<file path="config.mk">
export PLATFORM = sky130hd
export DESIGN_NAME = vpl_clock_divider
export DESIGN_NICKNAME = d
export VERILOG_FILES = /design/src/core/vpl_pkg.sv /design/src/core/vpl_clock_divider.sv
export SDC_FILE = /design/constraint.sdc
export NUM_CORES = 1
export LEC_CHECK = 0
export BUFFER_PORTS_ARGS = -buffer_cell sky130_fd_sc_hd__buf_4
export CAP_MARGIN = 15
export CORE_ASPECT_RATIO = 0.7
export CORE_MARGIN = 4
export CORE_UTILIZATION = 45
export CTS_CLUSTER_DIAMETER = 30
export DETAILED_ROUTE_END_ITERATION = 7
export PLACE_DENSITY = 0.76
export SLEW_MARGIN = 0
export SYNTH_ARGS = -nofsm -noshare
export SYNTH_HDL_FRONTEND = slang
export SYNTH_SLANG_ARGS = --single-unit
</file>
<file path="constraint.sdc">
create_clock -name pclk -period 6.3 [get_ports pclk]
set_input_delay 0.945 -clock pclk [delete_from_list [all_inputs] [get_ports pclk]]
set_output_delay 0.945 -clock pclk [all_outputs]
set_load 0.01 [all_outputs]
</file>
<file path="src/core/vpl_pkg.sv">
// constants shared by the pixel/load clock divider core
// assumes a single pclk domain and an apb register port
package vpl_pkg;

   // ---------------------------------------------------------------
   // register map (byte addresses)
   // ---------------------------------------------------------------
   localparam logic [11:0] VPL_OFS_CTRL = 12'h000;
   localparam logic [11:0] VPL_OFS_STAT = 12'h004;
   localparam logic [11:0] VPL_OFS_MOD = 12'h008;

   // ---------------------------------------------------------------
   // field layout
   // ---------------------------------------------------------------
   localparam int VPL_CTRL_WSEL_LSB = 0;
   localparam int VPL_CTRL_RUN_BIT = 4;
   localparam int VPL_STAT_LOCK_BIT = 0;
   localparam int VPL_STAT_EN_LSB = 1;
   localparam int VPL_STAT_AUX_BIT = 4;
   localparam int VPL_STAT_SEL_LSB = 8;
   localparam int VPL_MOD_L_LSB = 0;
   localparam int VPL_MOD_S_LSB = 8;

   // ---------------------------------------------------------------
   // reset values and widths
   // ---------------------------------------------------------------
   localparam logic [3:0] VPL_WSEL_RST = 4'h1;
   localparam logic VPL_RUN_RST = 1'b0;
   localparam int VPL_STAGES = 3;
   localparam logic [6:0] VPL_L_STEP = 7'h04;
   localparam logic [3:0] VPL_S_ONE = 4'h1;

endpackage : vpl_pkg

</file>
<file path="src/core/vpl_clock_divider.sv">
// pixel/load clock divider core: reference and word-width dividers,
// load strobes, enable chain, phase detectors, processor clock phases
// assumes all inputs synchronous to pclk; pclk stands for the pixel clock
//
// What this block does
// - reference divider divides by any integer one through eight
// - word-width modulus programmable 4 to 64 pixel clocks, steps of 4
// - three select inputs give division ratio equal to binary value plus one
// - one shifter load pulse every word-width modulus pixel clocks
// - all four load strobes derived from the word-width divider output
// - shifter load strobe differential and aligned to pixel clock edges
// - fifo mode: shifter load two load periods after fifo write
// - order: memory shift, then fifo writes, then shifter load
// - aux comparator steers external oscillator from horizontal phase error
// - reference divider precedes the phase detector in the loop
// - locked: pixel rate is reference times word modulus over ref modulus
// - processor clock phases run at the 1x reference rate
// - 1x reference resampled by the 2x reference clock
// - all load and pixel outputs generated synchronously together
//
// Added by the designer: the APB register port and the register offsets.
module vpl_clock_divider
   import vpl_pkg::*;
(
   input wire logic pclk,
   input wire logic presetn,
   input wire logic [11:0] paddr,
   input wire logic psel,
   input wire logic penable,
   input wire logic pwrite,
   input wire logic [31:0] pwdata,
   output logic [31:0] prdata,
   output logic pready,
   output logic pslverr,
   input wire logic ref_div_sel_bit0,
   input wire logic ref_div_sel_bit1,
   input wire logic ref_div_sel_bit2,
   input wire logic reference_1x_input,
   input wire logic reference_2x_clock,
   input wire logic horizontal_feedback_input,
   input wire logic ext_horizontal_ref,
   input wire logic load_timing_adjust,
   input wire logic chain_enable_in_first,
   input wire logic chain_enable_in_third,
   output logic chain_enable_out_first,
   output logic chain_enable_out_second,
   output logic chain_enable_out_third,
   output logic chain_enable_out_third_n,
   output logic word_strobe_ttl_a,
   output logic memory_shift_strobe,
   output logic fifo_write_strobe,
   output logic shifter_load_strobe,
   output logic shifter_load_strobe_n,
   output logic ref_divider_output,
   output logic processor_phase_one,
   output logic processor_phase_two,
   output logic pump_up,
   output logic pump_down,
   output logic aux_pump_up,
   output logic aux_pump_down
);

   // ---------------------------------------------------------------
   // helpers
   // ---------------------------------------------------------------
   function automatic logic rise(input logic cur, input logic prev);
      rise = cur & ~prev;
   endfunction : rise

   // charge-pump style detector: {up, dn} next state
   function automatic logic [1:0] pd_next(input logic up, input logic dn,
                                          input logic a, input logic b);
      logic [1:0] r;
      r = {up, dn};
      if (a && !b)
      begin
         r = dn ? 2'h0 : 2'h2;
      end
      else if (b && !a)
      begin
         r = up ? 2'h0 : 2'h1;
      end
      else if (a && b)
      begin
         r = 2'h0;
      end
      pd_next = r;
   endfunction : pd_next

   // ---------------------------------------------------------------
   // apb registers
   // ---------------------------------------------------------------
   logic [3:0] wsel_r;
   logic run_r;
   logic lock_r;
   logic aux_lock_r;
   logic [2:0] sel;
   logic [3:0] s_mod;
   logic [6:0] l_mod;
   logic [VPL_STAGES-1:0] en_in_r;
   logic [VPL_STAGES-1:0] en_out_r;
   logic wr_en;

   assign sel = {ref_div_sel_bit2, ref_div_sel_bit1, ref_div_sel_bit0};
   assign s_mod = {1'b0, sel} + VPL_S_ONE;
   assign l_mod = 7'({wsel_r, 2'b00}) + VPL_L_STEP;
   assign wr_en = psel && penable && pwrite;
   assign pready = 1'b1;

   always_ff @(posedge pclk or negedge presetn)
   begin
      if (!presetn)
      begin
         wsel_r <= VPL_WSEL_RST;
         run_r <= VPL_RUN_RST;
      end
      else if (wr_en && paddr == VPL_OFS_CTRL)
      begin
         wsel_r <= pwdata[VPL_CTRL_WSEL_LSB +: 4];
         run_r <= pwdata[VPL_CTRL_RUN_BIT];
      end
   end

   always_comb
   begin
      prdata = 32'h0000_0000;
      pslverr = 1'b0;
      case (paddr)
         VPL_OFS_CTRL:
         begin
            prdata[VPL_CTRL_WSEL_LSB +: 4] = wsel_r;
            prdata[VPL_CTRL_RUN_BIT] = run_r;
         end
         VPL_OFS_STAT:
         begin
            prdata[VPL_STAT_LOCK_BIT] = lock_r;
            prdata[VPL_STAT_EN_LSB +: VPL_STAGES] = en_in_r;
            prdata[VPL_STAT_AUX_BIT] = aux_lock_r;
            prdata[VPL_STAT_SEL_LSB +: 3] = sel;
         end
         VPL_OFS_MOD:
         begin
            prdata[VPL_MOD_L_LSB +: 7] = l_mod;
            prdata[VPL_MOD_S_LSB +: 4] = s_mod;
         end
         default:
         begin
            pslverr = psel && penable;
         end
      endcase
   end

   // ---------------------------------------------------------------
   // reference resampling and processor phases
   // ---------------------------------------------------------------
   logic ref2x_d;
   logic ref1x_r;
   logic ref1x_d;
   logic r2_rise;
   logic ref_rise;

   assign r2_rise = rise(reference_2x_clock, ref2x_d);
   assign ref_rise = rise(ref1x_r, ref1x_d);

   always_ff @(posedge pclk or negedge presetn)
   begin
      if (!presetn)
      begin
         ref2x_d <= 1'b0;
         ref1x_r <= 1'b0;
         ref1x_d <= 1'b0;
      end
      else
      begin
         ref2x_d <= reference_2x_clock;
         if (r2_rise)
         begin
            ref1x_r <= reference_1x_input;
         end
         ref1x_d <= ref1x_r;
      end
   end

   // phases gated against the delayed copy so they never overlap
   always_ff @(posedge pclk or negedge presetn)
   begin
      if (!presetn)
      begin
         processor_phase_one <= 1'b0;
         processor_phase_two <= 1'b0;
      end
      else
      begin
         processor_phase_one <= ref1x_r & ref1x_d;
         processor_phase_two <= ~ref1x_r & ~ref1x_d;
      end
   end

   // ---------------------------------------------------------------
   // reference divider
   // ---------------------------------------------------------------
   logic [3:0] s_cnt_r;
   logic s_tick;

   assign s_tick = ref_rise && (s_cnt_r >= s_mod - VPL_S_ONE);

   always_ff @(posedge pclk or negedge presetn)
   begin
      if (!presetn)
      begin
         s_cnt_r <= 4'h0;
         ref_divider_output <= 1'b0;
      end
      else
      begin
         if (ref_rise)
         begin
            s_cnt_r <= s_tick ? 4'h0 : s_cnt_r + 4'h1;
         end
         ref_divider_output <= s_tick;
      end
   end

   // ---------------------------------------------------------------
   // word-width divider
   // ---------------------------------------------------------------
   logic [6:0] l_cnt_r;
   logic [6:0] l_cnt_nxt;
   logic l_last;
   logic l_wrap;

   assign l_last = run_r && (l_cnt_r >= l_mod - 7'h01);
   assign l_cnt_nxt = !run_r ? 7'h00 : (l_last ? 7'h00 : l_cnt_r + 7'h01);
   assign l_wrap = l_last;

   always_ff @(posedge pclk or negedge presetn)
   begin
      if (!presetn)
      begin
         l_cnt_r <= 7'h00;
      end
      else
      begin
         l_cnt_r <= l_cnt_nxt;
      end
   end

   // ---------------------------------------------------------------
   // main and auxiliary phase detectors
   // ---------------------------------------------------------------
   always_ff @(posedge pclk or negedge presetn)
   begin
      if (!presetn)
      begin
         pump_up <= 1'b0;
         pump_down <= 1'b0;
         lock_r <= 1'b0;
      end
      else
      begin
         {pump_up, pump_down} <= pd_next(pump_up, pump_down,
                                         ref_divider_output, l_wrap);
         if (ref_divider_output && l_wrap)
         begin
            lock_r <= 1'b1;
         end
         else if (ref_divider_output || l_wrap)
         begin
            lock_r <= 1'b0;
         end
      end
   end

   logic hfb_d;
   logic href_d;
   logic hfb_rise;
   logic href_rise;

   assign hfb_rise = rise(horizontal_feedback_input, hfb_d);
   assign href_rise = rise(ext_horizontal_ref, href_d);

   always_ff @(posedge pclk or negedge presetn)
   begin
      if (!presetn)
      begin
         hfb_d <= 1'b0;
         href_d <= 1'b0;
         aux_pump_up <= 1'b0;
         aux_pump_down <= 1'b0;
         aux_lock_r <= 1'b0;
      end
      else
      begin
         hfb_d <= horizontal_feedback_input;
         href_d <= ext_horizontal_ref;
         {aux_pump_up, aux_pump_down} <= pd_next(aux_pump_up, aux_pump_down,
                                                 href_rise, hfb_rise);
         if (href_rise && hfb_rise)
         begin
            aux_lock_r <= 1'b1;
         end
         else if (href_rise || hfb_rise)
         begin
            aux_lock_r <= 1'b0;
         end
      end
   end

   // ---------------------------------------------------------------
   // enable chain: stage 1 first input, stage 2 fed by stage 1,
   // stage 3 from the third input as wired on the board
   // ---------------------------------------------------------------
   logic [VPL_STAGES-1:0] en_src;
   logic [VPL_STAGES-1:0] en_in_nxt;

   assign en_src = {chain_enable_in_third, en_out_r[0],
                    chain_enable_in_first};

   genvar gi;
   generate
      for (gi = 0; gi < VPL_STAGES; gi = gi + 1)
      begin : g_stage
         assign en_in_nxt[gi] = l_last ? en_src[gi] : en_in_r[gi];
         always_ff @(posedge pclk or negedge presetn)
         begin
            if (!presetn)
            begin
               en_in_r[gi] <= 1'b0;
               en_out_r[gi] <= 1'b0;
            end
            else if (l_last)
            begin
               en_in_r[gi] <= en_src[gi];
               en_out_r[gi] <= en_in_r[gi];
            end
         end
      end
   endgenerate

   assign chain_enable_out_first = en_out_r[0];
   assign chain_enable_out_second = en_out_r[1];
   assign chain_enable_out_third = en_out_r[2];
   assign chain_enable_out_third_n = ~en_out_r[2];

   // ---------------------------------------------------------------
   // load strobes, all registered from the same counter state
   // ---------------------------------------------------------------
   logic word_nxt;
   logic load_nxt;
   logic [6:0] load_pos;

   assign word_nxt = run_r && (l_cnt_nxt < (l_mod >> 1));
   assign load_pos = load_timing_adjust ? 7'h01 : 7'h00;
   assign load_nxt = run_r && (l_cnt_nxt == load_pos) && en_in_nxt[2];

   always_ff @(posedge pclk or negedge presetn)
   begin
      if (!presetn)
      begin
         word_strobe_ttl_a <= 1'b0;
         memory_shift_strobe <= 1'b0;
         fifo_write_strobe <= 1'b0;
         shifter_load_strobe <= 1'b0;
         shifter_load_strobe_n <= 1'b1;
      end
      else
      begin
         word_strobe_ttl_a <= word_nxt;
         memory_shift_strobe <= word_nxt && en_in_nxt[0];
         fifo_write_strobe <= word_nxt && en_in_nxt[1];
         shifter_load_strobe <= load_nxt;
         shifter_load_strobe_n <= ~load_nxt;
      end
   end

   logic [6:0] ld_gap_r;
   logic ld_seen_r;
   logic ld_adj_r;
   // a period is judged only between two strobes with no setting change
   always_ff @(posedge pclk or negedge presetn)
   begin
      if (!presetn)
      begin
         ld_gap_r <= 7'h00;
         ld_seen_r <= 1'b0;
         ld_adj_r <= 1'b0;
      end
      else
      begin
         ld_gap_r <= shifter_load_strobe ? 7'h01 : ld_gap_r + 7'h01;
         ld_adj_r <= load_timing_adjust;
         if ((wr_en && paddr == VPL_OFS_CTRL) || !en_in_r[2]
             || (load_timing_adjust != ld_adj_r))
         begin
            ld_seen_r <= 1'b0;
         end
         else if (shifter_load_strobe)
         begin
            ld_seen_r <= 1'b1;
         end
         else
         begin
            ld_seen_r <= ld_seen_r && run_r;
         end
      end
   end
endmodule : vpl_clock_divider

</file>
# Word-level counts from Yosys, hierarchy flattened
# Index checks and enable logic that the tools add are counted.
totals:
  ff_bits: 41
  input_bits: 59
classes:
  n_lt_le_gt_ge: 3
  n_reduce_logical: 28
  n_addsub: 6
  bitwise: 13
  n_eq_ne: 3
  n_mux: 26
op_table:
  columns: ["op", "count"]
  rows:
  - ["$mux 2", 9]
  - ["$logic_and 1x1->1", 16]
  - ["$pmux 5 s3", 1]
  - ["$mux 7", 2]
  - ["$eq 12x3->1 const B", 1]
  - ["$eq 12x4->1 const B", 1]
  - ["$logic_not 12->1", 1]
  - ["$mux 1", 12]
  - ["$add 6x3->7 const B", 1]
  - ["$add 7x1->7 const B", 1]
  - ["$eq 7x1->1", 1]
  - ["$ge 7x7->1", 1]
  - ["$lt 7x6->1", 1]
  - ["$not 1->1", 7]
  - ["$sub 7x1->7 const B", 1]
  - ["$and 1x1->1", 6]
  - ["$pmux 3 s2", 1]
  - ["$reduce_bool 3->1", 2]
  - ["$add 3x1->4 const B", 1]
  - ["$add 4x1->4 const B", 1]
  - ["$ge 4x4->1", 1]
  - ["$logic_not 1->1", 4]
  - ["$mux 4", 1]
  - ["$reduce_bool 2->1", 2]
  - ["other kinds (3)", 4]

# Longest topological paths before layout
logic_depth:
  depth_word: 10
  mapped_depth: 15
  mapped_depth_nobuf: 15

# Worst setup path after synthesis
# No wires, ideal clock.
synth_path:
  path_kind: "in2out"
  startpoint: "input port paddr[9]"
  endpoint: "output port prdata[10]"
  n_path_buf: 0
  t_arrival_ns: 2.663
  setup_slack_ns: 2.692
  required_time_ns: 5.355
  path_stages: 5
  path_cell_list: "or4_1 -> or3_1 -> nor3b_1 -> o21bai_1 -> a21o_1"
synth_between:
  elab_chain_cells: 2
synth_lines:
  columns: ["item", "line_no", "source"]
  rows:
  - ["from (decl)", "vpl_clock_divider.sv:27", "input wire logic [11:0] paddr,"]
  - ["$eq 12x4->1 or $eq 12x3->1 (tied branches)", "vpl_clock_divider.sv:128", "case (paddr)"]
  - ["$pmux 3 s2 (*)", "vpl_clock_divider.sv:128", null]
  - ["to (decl)", "vpl_clock_divider.sv:32", "output logic [31:0] prdata,"]
# Mark *: on every way between the ends. The rest lies on a longest branch, timed or not.

# Worst setup path after layout
layout_path:
  startpoint: "register wsel_r[0]"
  endpoint: "register memory_shift_strobe"
layout_between:
  elab_chain_cells: 9
layout_lines:
  columns: ["item", "line_no", "source"]
  rows:
  - ["from (decl)", "vpl_clock_divider.sv:93", "logic [3:0] wsel_r;"]
  - ["from (signal assigned)", "vpl_clock_divider.sv:119", "wsel_r <= pwdata[VPL_CTRL_WSEL_LSB +: 4];"]
  - ["$add 6x3->7", "vpl_clock_divider.sv:106", "assign l_mod = 7'({wsel_r, 2'b00}) + VPL_L_STEP;"]
  - ["$sub 7x1->7", "vpl_clock_divider.sv:232", "assign l_last = run_r && (l_cnt_r >= l_mod - 7'h01);"]
  - ["$ge 7x7->1", "vpl_clock_divider.sv:232", null]
  - ["$logic_and 1x1->1", "vpl_clock_divider.sv:232", null]
  - ["$mux 7 (2 in series)", "vpl_clock_divider.sv:233", "assign l_cnt_nxt = !run_r ? 7'h00 : (l_last ? 7'h00 : l_cnt_r + 7'h01);"]
  - ["named net l_cnt_nxt[5]", "vpl_clock_divider.sv:228", "logic [6:0] l_cnt_nxt;"]
  - ["$lt 7x6->1", "vpl_clock_divider.sv:352", "assign word_nxt = run_r && (l_cnt_nxt < (l_mod >> 1));"]
  - ["$logic_and 1x1->1", "vpl_clock_divider.sv:352", null]
  - ["$logic_and 1x1->1", "vpl_clock_divider.sv:369", "memory_shift_strobe <= word_nxt && en_in_nxt[0];"]
  - ["to (signal assigned)", "vpl_clock_divider.sv:369", null]
  - ["to (decl)", "vpl_clock_divider.sv:50", "output logic memory_shift_strobe,"]
# The timed path passes the listed nets, and every way through them passes these cells.
# A chain may end at the register's enable or synchronous reset.

==> summary.md <==
| Metric | Value |
|---|---|
| Final core occ | `57.04%` |
| Clock transition at the registers of the reported paths | `80 ps` |
| PostCTS Resize Cnt | `0` |
| DR DRC count | `0` |
| Mapped Cells | `252` |
| NumNets Final | `388` |
| Initial core utilization | `47.08%` |
| Fin worst setup slack | `1855 ps` |
| Post-synth design cell area | `0.002501 sq mm` |
| PwrDens | `205.8 mW/mm^2` |
| Hold_buf cts | `0` |
| DIE WIDTH | `97.11 um` |
| First-pass DRT Iterations | `4` |
| H-Tree Depth | `2` |
| CTS Root Cell | `clkbuf_8` |
| Max Freq | `225.0 MHz` |
| Die H | `70.38 um` |
| Critical path data arrival time | `4620 ps` |
| GRT Overall Usage | `15.79%` |
| Fin cells | `385` |
| Netlist cell types | `45` |
| Total CTS buffers | `5` |
| RSZ-0062 raised after global routing | `no` |
| Worst-Skew Late Latency | `290 ps` |
| Synthesized area per cell | `9.925 sq um` |
| Drt via density | `5.184` |
| Gr ovfl total | `0` |
| Via count | `1996` |
| Pre-CTS WS | `1988 ps` |
| Outcome | `finished, final reports clean` |
| Slew HR | `35.24%` |
| Layout cell share with drive strength beyond 1 | `28.75%` |
| Clock Path Buffers | `2` |
| Core area | `0.005313 sq mm` |
| Maximum VDD drop | `0.0001193 V` |
| Leak pwr | `0.001477 uW` |
| Sequential-to-total area share from yosys stat | `41.12%` |
| TritonCTS sink count | `41` |
| DP Cell Count | `377` |
| Die ar. | `0.006834 sq mm` |
| Kind of end point of the critical path | `register` |
| Clk_skew | `3.449 ps` |
| Register bit total from synthesis | `41` |
| Register Area | `0.001028 sq mm` |
| Final slew viol count | `0` |
| Hpwl dp | `4312 um` |
| Buffers on Ports | `59` |
| Final setup TNS | `0 ps` |
| Iter 0 DRT Violations | `128` |
| Post-route ant nets | `0` |
| Pin count of the biggest net entering global routing | `42` |
| Crit path max fanout | `10` |
| Num rows | `22` |
| Max-capacitance violation count | `0` |
| Required time worst endpoint | `6480 ps` |
| Hold WC Path Type | `reg -> reg` |
| Antenna Cells | `0` |
| Setup CP Type | `reg -> reg` |
| CTS tree | `built` |
| Global-route wire length before repair | `8680 um` |
| EDFF count, synth | `0` |
| Synth Warn # | `0` |
| Initial antenna violation count | `0` |
| Finished Cell Area | `0.003030 sq mm` |
| Asr flop ratio synth | `100.0%` |
| Filler instances | `470` |
| Final hold violations | `0` |
| Final setup violation count | `0` |
| Area of placed instances | `0.002929 sq mm` |
| Post-CTS Setup Bufs | `0` |
| Startpoint types | `register` |
| Total Wirelength | `5420 um` |
| Final period utilization | `70.56%` |
| Routed length per instance | `14.08 um` |
| Ys flop type | `dfrtp_1` |
| Worst slew pin tran | `960.9 ps` |
| Placer Congestion | `0.8718` |
| Layout area overhead | `21.16%` |
| Area taken by multi-input logic gates | `0.001311 sq mm` |
| Tmin final | `4445 ps` |
| Io pins | `109` |
| Vias in the first global route | `1830` |
-- report_power, final --
part | switching (uW) | internal, uW
Clock | 88.7 | 99.0
Sequential | 24.4 | 285
Combinational | 61.3 | 65.2
Total | 174 | 449
-- metal layers --
layer | GRT usage (%) | vias up | wire (um)
met2 | 22.94 | 81 | 2316
met5 | 0 | - | 0
met4 | 4.206 | 0 | 53
li1 | - | 973 | -
met3 | 4.890 | 5 | 485
met1 | 22.68 | 937 | 2564
-- stage by stage --
stage               power [uW]  hold WS (ps)
global route             658.9         465.9
detailed placement       441.8         423.8
CTS                      628.6         435.9
global placement         435.2         409.8
floorplan                399.9         402.2
finish                   623.8         431.8
-- cell type report --
| class | count | share of cell area, % |
|---|---|---|
| repair buffers | 60 | 14.86 |
| inverters | 13 | 1.610 |
| clock buffers | 7 | 3.179 |
| flip-flops and latches | 41 | 33.94 |
| multi-input cells | 191 | 43.27 |
| well taps | 72 | 2.973 |
| clock inverters | 1 | 0.1652 |
-- cells in the final DEF (no fill, tap or decap), drive strengths merged, types with 7 or more instances in the layout --
cell / Yosys / final
dfrtp: 39 / 39
a21oi: 13 / 13
buf: 23 / 60
ha: 17 / 17
mux2: 13 / 13
conb: 2 / 22
nand2: 12 / 12
clkbuf: 4 / 7
nor2: 23 / 23
inv: 13 / 13
nand3: 12 / 12
-- state kept, by name (all words and copies together), names as in the netlist, 3 cells and up --
name     flops
en_in_r      3
s_cnt_r      4
wsel_r       4
l_cnt_r      7
-- Yosys cell counts (all sizes together), types with 3 or more instances --
cell	count	share of area, %
a21o	5	1.5
a21oi	13	2.6
a22o	5	1.8
a32o	3	1.2
buf	23	6.9
clkbuf	4	0.60
dfrtp	39	39
ha	17	8.5
inv	13	2.0
mux2	13	5.9
mux2i	4	1.6
nand2	12	1.8
nand2b	4	1.0
nand3	12	2.4
nor2	23	3.5
nor2b	5	1.3
nor3	4	0.80
nor3b	4	1.2
nor4	4	1.6
o21ai	6	1.2
or2	3	0.85
or3	3	0.75
or4	3	0.90
xnor2	5	1.8
xor2	3	1.1
-- logic make-up (layout without fill, tap and decap cells) --
family | after synthesis | after routing | share of synthesized area [%]
compound gates | 44 | 44 | 12.61
xor+xnor | 8 | 8 | 2.802
fa+ha+maj | 17 | 17 | 8.504
buf+inv | 40 | 81 | 9.455
flops | 41 | 41 | 41.12
mux | 17 | 17 | 7.454
other cells | 2 | 22 | 0.3003
simple gates | 83 | 83 | 17.76
-- path summary, 6_finish.rpt --
kind                                       startpoint                              end  slack, ps  cells after the start
worst max-delay path            wsel_r[0]$_DFFE_PN1P_    memory_shift_strobe$_DFF_PN0_       1850                     15
worst min-delay path                ref1x_d$_DFF_PN0_    processor_phase_two$_DFF_PN0_        430                      1
worst max register to register  wsel_r[0]$_DFFE_PN1P_    memory_shift_strobe$_DFF_PN0_       1850                     15
worst min register to register      ref1x_d$_DFF_PN0_    processor_phase_two$_DFF_PN0_        430                      1
max in group asynchronous                     presetn  shifter_load_strobe_n$_DFF_PN1_       5310                      1
min in group asynchronous                     presetn                run_r$_DFFE_PN0P_        620                      1
-- worst max-delay path: stages (launching register included) --
cell and delay (ps):
dfstp_2 650, ha_1 250, xnor2_1 200, nand3_1 150, xnor2_1 150, ha_1 310
a21oi_1 170, nor2b_1 90, nor4_1 580, nand2_1 320, a21oi_1 300, ha_1 200
nand3_1 140, o221ai_1 390, nor2_1 110, a32o_1 310
Power figures use the tool's default switching activity.
